===== config.mk =====
export PLATFORM = sky130hd
export DESIGN_NAME = plc_core
export DESIGN_NICKNAME = d
export VERILOG_FILES = /design/src/hw/plc_pkg.sv /design/src/hw/plc_core.sv
export SDC_FILE = /design/constraint.sdc
export NUM_CORES = 1
export LEC_CHECK = 0
export ABC_AREA = 1
export BUFFER_PORTS_ARGS = -buffer_cell sky130_fd_sc_hd__buf_2
export CAP_MARGIN = 20
export CORE_MARGIN = 3
export CORE_UTILIZATION = 35
export CTS_CLUSTER_SIZE = 14
export DETAILED_ROUTE_END_ITERATION = 10
export PLACE_DENSITY = 0.59
export SYNTH_ARGS = -nofsm -noshare
export SYNTH_HDL_FRONTEND = slang
export SYNTH_SLANG_ARGS = --single-unit

===== constraint.sdc =====
create_clock -name clk_i -period 5.82 [get_ports clk_i]
set_input_delay 0 -clock clk_i [delete_from_list [all_inputs] [get_ports clk_i]]
set_output_delay 0 -clock clk_i [all_outputs]
set_load 0.02 [all_outputs]

===== src/hw/plc_pkg.sv =====
// Constants, register map and state encoding for the position latch capture block.
// Assumes a single 25 MHz clock domain and a classic Wishbone register slave.
// Functional notes
// - Done rises once the trigger has occurred and the position is captured.
// - Done drops when execute falls; with execute low, done lasts one cycle.
// - Busy rises on a rising edge of execute.
// - Busy clears on done, error or abort, whichever comes first.
// - Error and a fault code are raised for invalid conditions or inputs.
// - Error and fault code clear when execute falls.
// - Abort flag sets when the cancel command aborts an active request.
// - Abort flag drops when execute falls; with execute low, one cycle only.
// - Captured position is output; it reads zero before any capture.
// - Descriptor sampled only on execute rise with busy low.
// - With location select true, latching happens in the drive channel.
// - With location select false, the soft trigger bit latches here.
// - Drive mode with negative channel reports an error, no capture.
// - Only the first valid trigger per request is taken.
// - Drive latch value is divided by the gear ratio before output.
// - With window gate on, triggers outside the bounds are rejected.
package plc_pkg;
	localparam int POS_W = 32;
	localparam int AW = 4;
	// Word offsets (byte address = 4 * index)
	localparam logic [AW-1:0] ADDR_CTRL = 4'h0;
	localparam logic [AW-1:0] ADDR_STATUS = 4'h1;
	localparam logic [AW-1:0] ADDR_FAULT = 4'h2;
	localparam logic [AW-1:0] ADDR_POS = 4'h3;
	localparam logic [AW-1:0] ADDR_LOWER = 4'h4;
	localparam logic [AW-1:0] ADDR_UPPER = 4'h5;
	localparam logic [AW-1:0] ADDR_GEAR = 4'h6;
	localparam logic [AW-1:0] ADDR_IRQ_STAT = 4'h7;
	localparam logic [AW-1:0] ADDR_IRQ_MASK = 4'h8;
	// Control register fields
	localparam int CTRL_EXEC = 0;
	localparam int CTRL_LOC = 1;
	localparam int CTRL_SOFT = 2;
	localparam int CTRL_VALID = 3;
	localparam int CTRL_WIN = 4;
	localparam int CTRL_CANCEL = 5;
	localparam int CTRL_CH_LSB = 8;
	localparam int CTRL_CH_W = 16;
	// Control reset: location select true, channel 16'hff00 (-256)
	localparam logic [31:0] CTRL_RST = 32'hffff_0002;
	// Status register fields
	localparam int ST_DONE = 0;
	localparam int ST_BUSY = 1;
	localparam int ST_ERR = 2;
	localparam int ST_ABORT = 3;
	// Interrupt event bits
	localparam int EV_DONE = 0;
	localparam int EV_ERR = 1;
	localparam int EV_ABORT = 2;
	localparam int EV_W = 3;
	// Fault codes
	typedef enum logic [7:0] {
		FAULT_NONE = 8'h00,
		FAULT_BAD_CHANNEL = 8'h01,
		FAULT_BAD_DESC = 8'h02,
		FAULT_BAD_WINDOW = 8'h03,
		FAULT_BAD_GEAR = 8'h04
	} plc_fault_e;
	localparam logic [31:0] GEAR_RST = 32'h0000_0001;
	localparam logic [31:0] ZERO32 = 32'h0000_0000;
	// Request states, one-hot
	typedef enum logic [3:0] {
		ST_IDLE = 4'b0001,
		ST_ARMED = 4'b0010,
		ST_DIVIDE = 4'b0100,
		ST_HOLD = 4'b1000
	} plc_state_e;
endpackage


===== src/hw/plc_core.sv =====
// Position latch capture block with execute/done/busy handshake and Wishbone slave.
// Assumes drive probe inputs and axis position come from outside the clock domain.
`timescale 1ns/1ps
`default_nettype none
module plc_core
	import plc_pkg::*;
#(
	parameter int POS_WIDTH = POS_W,
	parameter int DIV_STEPS = POS_W
) (
	input wire logic clk_i,
	input wire logic rst_i,
	input wire logic ce_i,
	// Wishbone classic slave
	input wire logic wb_cyc_i,
	input wire logic wb_stb_i,
	input wire logic wb_we_i,
	input wire logic [AW+1:0] wb_adr_i,
	input wire logic [3:0] wb_sel_i,
	input wire logic [31:0] wb_dat_i,
	output logic [31:0] wb_dat_o,
	output logic wb_ack_o,
	// Drive side latch channels (probe1 rise, probe1 fall, probe2 rise, probe2 fall)
	input wire logic [3:0] drive_latch_event_i,
	input wire logic [31:0] drive_latch_value_i,
	input wire logic drive_window_support_i,
	input wire logic [31:0] axis_position_i,
	output logic [3:0] drive_channel_open_o,
	// Handshake mirrors of status
	output logic done_o,
	output logic busy_o,
	output logic error_o,
	output logic abort_flag_o,
	output logic [7:0] fault_code_o,
	output logic [31:0] captured_position_o,
	output logic irq_o
);
	typedef struct packed {
		logic [31:0] ctrl;
		logic [31:0] lower;
		logic [31:0] upper;
		logic [31:0] gear;
		logic [EV_W-1:0] irq_stat;
		logic [EV_W-1:0] irq_mask;
		logic ack;
		logic [31:0] rdata;
		logic exec_d;
		plc_state_e state;
		logic done;
		logic busy;
		logic error;
		logic abort_flag;
		plc_fault_e fault;
		logic [31:0] position;
		// Descriptor latched at request start
		logic loc;
		logic [1:0] chan;
		logic win;
		logic [31:0] lo;
		logic [31:0] hi;
		logic [31:0] gdiv;
		logic soft_d;
		// Divider working set
		logic [31:0] quot;
		logic [31:0] rem;
		logic [5:0] steps;
		// Synchronisers
		logic [3:0] ev_s1;
		logic [3:0] ev_s2;
		logic [3:0] ev_s3;
		logic [31:0] val_s1;
		logic [31:0] val_s2;
		logic [31:0] pos_s1;
		logic [31:0] pos_s2;
		logic win_s1;
		logic win_s2;
	} plc_s;

	plc_s r_reg;
	plc_s r_next;

	logic [AW-1:0] widx;
	logic wr_hit;
	logic rd_hit;
	logic exec_now;
	logic exec_rise;
	logic exec_fall;
	logic in_window;
	logic drv_hit;
	logic soft_hit;
	logic [EV_W-1:0] ev;
	logic [31:0] ctrl_wr;
	logic [32:0] trial;

	assign widx = wb_adr_i[AW+1:2];
	assign wr_hit = wb_cyc_i && wb_stb_i && wb_we_i && !r_reg.ack;
	assign rd_hit = wb_cyc_i && wb_stb_i && !wb_we_i && !r_reg.ack;
	assign exec_now = r_reg.ctrl[CTRL_EXEC];
	assign exec_rise = exec_now && !r_reg.exec_d;
	assign exec_fall = !exec_now && r_reg.exec_d;
	// Window test on the synchronised axis position, signed compare
	assign in_window = !r_reg.win ||
		(($signed(r_reg.pos_s2) >= $signed(r_reg.lo)) && ($signed(r_reg.pos_s2) <= $signed(r_reg.hi)));
	// Drive channel edge: new event on the selected channel only
	assign drv_hit = r_reg.ev_s2[r_reg.chan] && !r_reg.ev_s3[r_reg.chan];
	assign soft_hit = r_reg.ctrl[CTRL_SOFT] && !r_reg.soft_d && r_reg.ctrl[CTRL_VALID];
	assign trial = {r_reg.rem, r_reg.quot[31]} - {1'b0, r_reg.gdiv};

	// Byte-lane merge for control writes
	always_comb begin
		ctrl_wr = r_reg.ctrl;
		for (int b = 0; b < 4; b++) begin
			if (wb_sel_i[b]) begin
				ctrl_wr[b*8 +: 8] = wb_dat_i[b*8 +: 8];
			end
		end
	end

	// Whole next-state computation
	always_comb begin
		r_next = r_reg;
		ev = '0;
		// Synchronisers: first stage read only by second
		r_next.ev_s1 = drive_latch_event_i;
		r_next.ev_s2 = r_reg.ev_s1;
		r_next.ev_s3 = r_reg.ev_s2;
		r_next.val_s1 = drive_latch_value_i;
		r_next.val_s2 = r_reg.val_s1;
		r_next.pos_s1 = axis_position_i;
		r_next.pos_s2 = r_reg.pos_s1;
		r_next.win_s1 = drive_window_support_i;
		r_next.win_s2 = r_reg.win_s1;
		r_next.exec_d = exec_now;
		r_next.soft_d = r_reg.ctrl[CTRL_SOFT];
		// Bus: one-cycle ack, answer every address; unmapped reads zero
		r_next.ack = wb_cyc_i && wb_stb_i && !r_reg.ack;
		r_next.rdata = ZERO32;
		r_next.ctrl[CTRL_CANCEL] = 1'b0; // Cancel is a self-clearing strobe
		if (wr_hit) begin
			case (widx)
				ADDR_CTRL: r_next.ctrl = ctrl_wr;
				ADDR_LOWER: r_next.lower = wb_dat_i;
				ADDR_UPPER: r_next.upper = wb_dat_i;
				ADDR_GEAR: r_next.gear = wb_dat_i;
				ADDR_IRQ_MASK: r_next.irq_mask = wb_dat_i[EV_W-1:0];
				default: ;
			endcase
		end
		if (rd_hit) begin
			case (widx)
				ADDR_CTRL: r_next.rdata = r_reg.ctrl;
				ADDR_STATUS: r_next.rdata = {28'h0000000, r_reg.abort_flag, r_reg.error, r_reg.busy, r_reg.done};
				ADDR_FAULT: r_next.rdata = {24'h000000, r_reg.fault};
				ADDR_POS: r_next.rdata = r_reg.position;
				ADDR_LOWER: r_next.rdata = r_reg.lower;
				ADDR_UPPER: r_next.rdata = r_reg.upper;
				ADDR_GEAR: r_next.rdata = r_reg.gear;
				ADDR_IRQ_STAT: r_next.rdata = {29'h0000000, r_reg.irq_stat};
				ADDR_IRQ_MASK: r_next.rdata = {29'h0000000, r_reg.irq_mask};
				default: r_next.rdata = ZERO32;
			endcase
		end
		// One-scan pulses end here when execute is already low
		if (!exec_now) begin
			r_next.done = 1'b0;
			r_next.abort_flag = 1'b0;
		end
		if (exec_fall) begin
			r_next.error = 1'b0;
			r_next.fault = FAULT_NONE;
		end
		// Request engine
		case (r_reg.state)
			ST_IDLE: begin
				if (exec_rise && !r_reg.busy) begin
					// Descriptor frozen for the whole request
					r_next.loc = r_reg.ctrl[CTRL_LOC];
					r_next.chan = r_reg.ctrl[CTRL_CH_LSB +: 2];
					r_next.win = r_reg.ctrl[CTRL_WIN];
					r_next.lo = r_reg.lower;
					r_next.hi = r_reg.upper;
					r_next.gdiv = r_reg.gear;
					r_next.done = 1'b0;
					r_next.abort_flag = 1'b0;
					r_next.error = 1'b0;
					r_next.fault = FAULT_NONE;
					if (r_reg.ctrl[CTRL_LOC] && r_reg.ctrl[CTRL_CH_LSB+CTRL_CH_W-1]) begin
						r_next.fault = FAULT_BAD_CHANNEL;
					end else if (r_reg.ctrl[CTRL_LOC] && (r_reg.ctrl[CTRL_CH_LSB +: CTRL_CH_W] > 16'h0003)) begin
						r_next.fault = FAULT_BAD_DESC;
					end else if (r_reg.ctrl[CTRL_LOC] && r_reg.gear == ZERO32) begin
						r_next.fault = FAULT_BAD_GEAR;
					end else if (r_reg.ctrl[CTRL_WIN] && r_reg.ctrl[CTRL_LOC] && !r_reg.win_s2) begin
						r_next.fault = FAULT_BAD_WINDOW;
					end
					if (r_next.fault != FAULT_NONE) begin
						r_next.error = 1'b1;
						ev[EV_ERR] = 1'b1;
					end else begin
						r_next.busy = 1'b1;
						r_next.state = ST_ARMED;
					end
				end
			end
			ST_ARMED: begin
				if (r_reg.ctrl[CTRL_CANCEL]) begin
					r_next.abort_flag = 1'b1;
					r_next.busy = 1'b0;
					ev[EV_ABORT] = 1'b1;
					r_next.state = ST_IDLE;
				end else if (r_reg.loc && drv_hit && in_window) begin
					// First accepted latch only; later edges never sampled
					r_next.quot = r_reg.val_s2;
					r_next.rem = ZERO32;
					r_next.steps = DIV_STEPS[5:0];
					r_next.state = ST_DIVIDE;
				end else if (!r_reg.loc && soft_hit && in_window) begin
					r_next.position = r_reg.pos_s2;
					r_next.done = 1'b1;
					r_next.busy = 1'b0;
					ev[EV_DONE] = 1'b1;
					r_next.state = ST_IDLE;
				end
			end
			ST_DIVIDE: begin
				// Restoring divide, one bit per cycle, trades latency for area
				if (!trial[32]) begin
					r_next.rem = trial[31:0];
					r_next.quot = {r_reg.quot[30:0], 1'b1};
				end else begin
					r_next.rem = {r_reg.rem[30:0], r_reg.quot[31]};
					r_next.quot = {r_reg.quot[30:0], 1'b0};
				end
				r_next.steps = r_reg.steps - 6'h01;
				if (r_reg.steps == 6'h01) begin
					r_next.state = ST_HOLD;
				end
			end
			ST_HOLD: begin
				r_next.position = r_reg.quot;
				r_next.done = 1'b1;
				r_next.busy = 1'b0;
				ev[EV_DONE] = 1'b1;
				r_next.state = ST_IDLE;
			end
			default: r_next.state = ST_IDLE;
		endcase
		// Sticky events, read clears; a new event wins over the clear
		if (rd_hit && widx == ADDR_IRQ_STAT) begin
			r_next.irq_stat = ev;
		end else begin
			r_next.irq_stat = r_reg.irq_stat | ev;
		end
	end

	// Single register stage, frozen by clock enable
	always_ff @(posedge clk_i) begin
		if (rst_i) begin
			r_reg <= '0;
			r_reg.ctrl <= CTRL_RST;
			r_reg.gear <= GEAR_RST;
			r_reg.gdiv <= GEAR_RST;
			r_reg.state <= ST_IDLE;
			r_reg.fault <= FAULT_NONE;
			r_reg.loc <= 1'b1;
		end else if (ce_i) begin
			r_reg <= r_next;
		end
	end

	// Drive channel opened only while busy in drive mode
	always_comb begin
		drive_channel_open_o = 4'h0;
		if (r_reg.busy && r_reg.loc) begin
			drive_channel_open_o[r_reg.chan] = 1'b1;
		end
	end

	assign wb_ack_o = r_reg.ack;
	assign wb_dat_o = r_reg.rdata;
	assign done_o = r_reg.done;
	assign busy_o = r_reg.busy;
	assign error_o = r_reg.error;
	assign abort_flag_o = r_reg.abort_flag;
	assign fault_code_o = r_reg.error ? r_reg.fault : FAULT_NONE;
	assign captured_position_o = r_reg.position;
	assign irq_o = |(r_reg.irq_stat & r_reg.irq_mask);
endmodule
`default_nettype wire


# [Yosys cells after proc, flatten, opt, wreduce, memory -nomap -nowiden]
# Cells that the tools add are included.
[totals] input_bits=117 out_inout_bits=82 regBits=529 elab_cells=189
[classes] muxes=60 n_lt_le_gt_ge=5 eq_ne=24 reduce_logical=57 n_addsub=2 n_bitwise=2
[op_table] op="32-bit one-hot mux with 9 select lines" count=1
[op_table] op="32-bit 2-to-1 mux" count=7
[op_table] op="70-bit 2-to-1 mux" count=2
[op_table] op="70-bit one-hot mux with 2 select lines" count=1
[op_table] op="102-bit 2-to-1 mux" count=1
[op_table] op="32-bit one-hot mux with 2 select lines" count=1
[op_table] op="8-bit 2-to-1 mux" count=5
[op_table] op="33-bit 2-to-1 mux" count=1
[op_table] op="33-bit by 32-bit subtractor with 33-bit output" count=1
[op_table] op="32-bit >= comparator" count=1
[op_table] op="32-bit less-or-equal comparator" count=1
[op_table] op="32-bit zero test" count=1
[op_table] op="1-bit logical AND" count=25
[op_table] op="4-bit by 3-bit == test with 1-bit output, second input constant" count=5
[op_table] op="4-bit 2-to-1 mux" count=5
[op_table] op="4-bit AND reduction" count=5
[op_table] op="1-bit 2-to-1 mux" count=19
[op_table] op="6-bit 2-to-1 mux" count=3
[op_table] op="16-bit by 2-bit > comparator with 1-bit output, second input constant" count=1
[op_table] op="16-bit 2-to-1 mux" count=1
[op_table] op="3-bit AND reduction" count=5
[op_table] op="2-bit != test, second input constant" count=7
[op_table] op="4-bit by 2-bit == test with 1-bit output, second input constant" count=3
[op_table] op="3-bit 2-to-1 mux" count=4
[op_table] op="other kinds (26)" count=44

# [Logic depth before layout (Yosys ltp)]
[logic_depth] ltp_word=14 ltp_mapped=23 depth_no_buf=23

# [Worst setup path before layout]
# No wires, ideal clock.
[synth_timing] path_kind="register -> register" start="register r_reg[211] in the netlist's numbering" end="register r_reg[168] in the netlist's numbering" path_buffers=0 arrival_time_ps=2222 required_time_ps=5688 stages_incl_launch_ff=16 slack_ps=3465 setup_ps=132 synth_period_minus_slack_ps=2355 path_cell_list="dfxtp_1 inv_1 ha_1 fa_1 o21ai_2 a21oi_2 inv_2 a21oi_2 nand3b_1 nand2_1 nand2_1 nand2_4 inv_2 or2_2 nand2_1 a21oi_1"
[synth_via] elab_chain_len=3
[synth_lines] item="from (decl)" line_no="plc_core.sv:79" text="plc_s r_reg;"
[synth_lines] item="from (signal assigned)" line_no="plc_core.sv:267" text="r_reg <= r_next;"
[synth_lines] item="33-bit by 32-bit subtractor with 33-bit output" line_no="plc_core.sv:107" text="assign trial = {r_reg.rem, r_reg.quot[31]} - {1'b0, r_reg.gdiv};"
[synth_lines] item="33-bit 2-to-1 mux" line_no="plc_core.sv:227" text="if (!trial[32]) begin"
[synth_lines] item="70-bit one-hot mux with 2 select lines" line_no="plc_core.sv:173" text="case (r_reg.state)"
# No other way between the ends.
# A chain may end at the register's enable or synchronous reset.

# [Worst setup path in the final report]
[layout_timing] start="register r_reg[357] in the netlist's numbering" end="register r_reg[198] in the netlist's numbering"
[layout_via] elab_chain_len=3 word_cells_on_any_way=7 classes_between="eq/ne: 4; mux: 1; reduce/logical: 2"
[layout_lines] item="4-bit by 2-bit == test with 1-bit output / 4-bit by 3-bit == test with 1-bit output (equally long branches)" line_no="plc_core.sv:173"
[layout_lines] item="2-bit != test (no source line) / 2-bit nonzero test (equally long branches)"
[layout_lines] item="4-bit AND reduction (no source line)"
# Several ways; a longest one is shown, not always the timed one.

==> results.txt <==
Status: finished clean
Switch Pwr: 1.99 mW
Net total in the final layout: 3877
Yosys top cell by area: dfxtp_1
Post-Route M1 WL: 39300 um
Post-synthesis register bit count: 529
Die Height: 274 um
Worst path bufs/invs: 5
Max_cap viols: 0
Core area: 70600 um^2
Crit start category: flip-flop
WL met3: 5040 um
CTS sink cnt: 529
Worst slew margin: 30.9%
RSZ-0062 raised after global routing: no
Post-synthesis sequential area ratio: 42.1%
Commonest non-fill, non-tap cell in the layout: nand2_1
Kind of critical path: flip-flop to flip-flop
Clk buf depth: 3
Die width: 274 um
Routability cong.: 0.861
Sequential power share: 45.2%
Post-synthesis cell count: 3513
Vias in the first global route: 21600
Post-layout util: 42.0%
Maximum VDD drop: 0.000185 V
Syn Area/Cell: 7.16 um^2
Clock power share: 48.2%
Vias post-DR: 23500
Number of remaining DRC errors: 0
# setup viols final: 0
Starting Density: 35.6%
Area Overhead vs Synth: 17.9%
Num rows: 97
Top routing layer in use: met4
Worst Path Max Fanout: 68
Number of synthesized flops with an enable pin: 0
Synth warn: 0
Cell chain of the critical path: nor2_1, inv_1, nor3_2, clkinv_1, buf_4, nor2_2, buf_4, clkinv_2, nand2_4, nand2_1, a21oi_1
Num CTS Buffers: 57
P_int: 6.31 mW
Routed WL: 83200 um
Starting DRT DRC Count: 2206
H-tree level count: 2
Crit path DAT: 4260 ps
Syn_nets: 3729
CTS tree: built
Register area: 10600 um^2
Overall power: 8.30 mW
WL met2: 36800 um
Commonest non-fill, non-tap cells in the layout: nand2_1, dfxtp_1, o21ai_0
Post-cts resize count: 0
Antenna violations before repair: 1
Total negative slack: 0 ps
Sw frac: 24.0%
Async set-reset flop share out of synthesis: 0%
Synthesized area: 25200 um^2
Max stage delay cell, worst path: clkinv_2
WP data required: 6370 ps
WHS: 37.8 ps
Least-Margin Pin Slew: 1040 ps
Layout cell share with drive strength beyond 1: 9.65%
Filler Cell Count: 7468
Multi-input logic area: 11900 um^2
Die area: 75100 um^2
Most used cell along the critical path: buf_4
Antenna-violating nets left: 0
Min Clock Period, post-route: 3710 ps
First-pass GRT wire length: 127000 um
Count of cell types in the netlist: 52
Final Non-Filler Cells: 4650
Synth top area share: 42.1%
Detailed Place HPWL: 57600 um
GRT Total Usage: 21.5%
FMAX: 270 MHz
I/O Buffers: 196
Placed Instances: 4403
Slew Viols, Final: 0
Worst hold path type: input pin to flip-flop
Max reg flops: 385
Final Skew: 25.8 ps
Gate power share: 6.6%
Final worst path period share: 63.7%
Power Dens Cells: 280 nW/um^2
Synth top area cells: dfxtp_1, o21ai_0, nand2_1, a21oi_1, nor2_1
Critical Path End Type: flip-flop
Worst skew pair latency: 640 ps
Crit-path leading delay family: buffers and inverters
Clock transition at the registers of the reported paths: 60 ps
Hold Vio Cnt, Final: 0
Leak: 12.4 nW
Pin count of the biggest net entering global routing: 160
CP peak stage delay: 790 ps
I/O pin total: 199
Ys flop type: dfxtp_1
DR WL/cell: 17.9 um
Initial DRT Pass Iterations: 6
Avg Vias per Cell: 5.05
Overflow after GRT: 0
Clock Root Buffer: clkbuf_16
-- power by group through the flow --
stage	logic, mW	registers (mW)	clock network, mW
3_3_place_gp	0.460	3.83	0
2_1_floorplan	0.307	3.81	0
4_1_cts	0.547	3.75	4.06
6_report	0.549	3.75	4.00
3_5_place_dp	0.463	3.83	0
5_1_grt	0.620	3.76	4.21
-- metrics by stage --
| stage | instance area [um^2] | worst slack, ps |
|---|---|---|
| 2_1_floorplan | 25200 | 3470 |
| 3_3_place_gp | 26200 | 2080 |
| 6_report | 29600 | 2110 |
| 5_1_grt | 29600 | 1730 |
| 3_5_place_dp | 26200 | 2100 |
| 4_1_cts | 29600 | 2070 |
-- worst register-to-register path: stages, from the launching register on --
cell	delay, ps
dfxtp_1	350
nor2_1	110
inv_1	70
nor3_2	280
clkinv_1	110
buf_4	320
nor2_2	170
buf_4	400
clkinv_2	820
nand2_4	710
nand2_1	120
a21oi_1	170
-- cells in the mapped netlist, drive strengths merged, types with 5 or more instances --
library cell,instances
o211ai,24
inv,359
dfxtp,529
o221ai,6
xnor2,10
a221oi,7
clkbuf,151
nand2,542
nor4,9
o21ai,469
nand3,174
o2111ai,5
o22ai,25
buf,117
a21oi,391
nand4,36
xor2,22
ha,98
nor3,25
nor2,462
o31ai,7
a21o,9
o21a,5
or2,6
-- worst paths after layout --
| kind | from | end | slack [ps] | cells after the start |
|---|---|---|---|---|
| setup / recovery | r_reg[357] | r_reg[198] | 2110 | 11 |
| setup reg to reg | r_reg[357] | r_reg[198] | 2110 | 11 |
| hold reg to reg | r_reg[308] | r_reg[308] | 460 | 2 |
| hold / removal | wb_adr_i[5] | wb_dat_o[22] | 40 | 4 |
-- area by class of cell --
type	count	area share, %
Timing Repair Buffer	357	8.62
Antenna cell	1	0.00844
Tap cell	940	3.97
Clock inverter	23	1.27
Multi-Input combinational cell	2355	40.0
Sequential cell	529	35.7
Inverter	361	4.62
Clock buffer	84	5.76
-- logic make-up (layout without fill, tap and decap cells) --
group / after synthesis / after routing / synth area share (%)
compound gates: 965 / 965 / 20.3
xor+xnor: 32 / 32 / 1.11
fa+ha+maj: 99 / 99 / 4.95
buf+inv: 629 / 825 / 10.8
flops: 529 / 529 / 42.1
other cells: 0 / 1 / 0
simple gates: 1259 / 1259 / 20.7
-- repair_timing --
item                                   in CTS  in global routing
endpoints found under the hold margin     244                  0
buffers inserted                            0                  0
hold buffers                              139                  0
-- per-layer routing --
metal | up-vias | GRT usage [%]
li1 | 11800 | -
met4 | 0 | 5.85
met1 | 10900 | 30.6
met3 | 115 | 3.29
met2 | 655 | 33.7
met5 | - | 0
(Power assumes the default switching activity.)
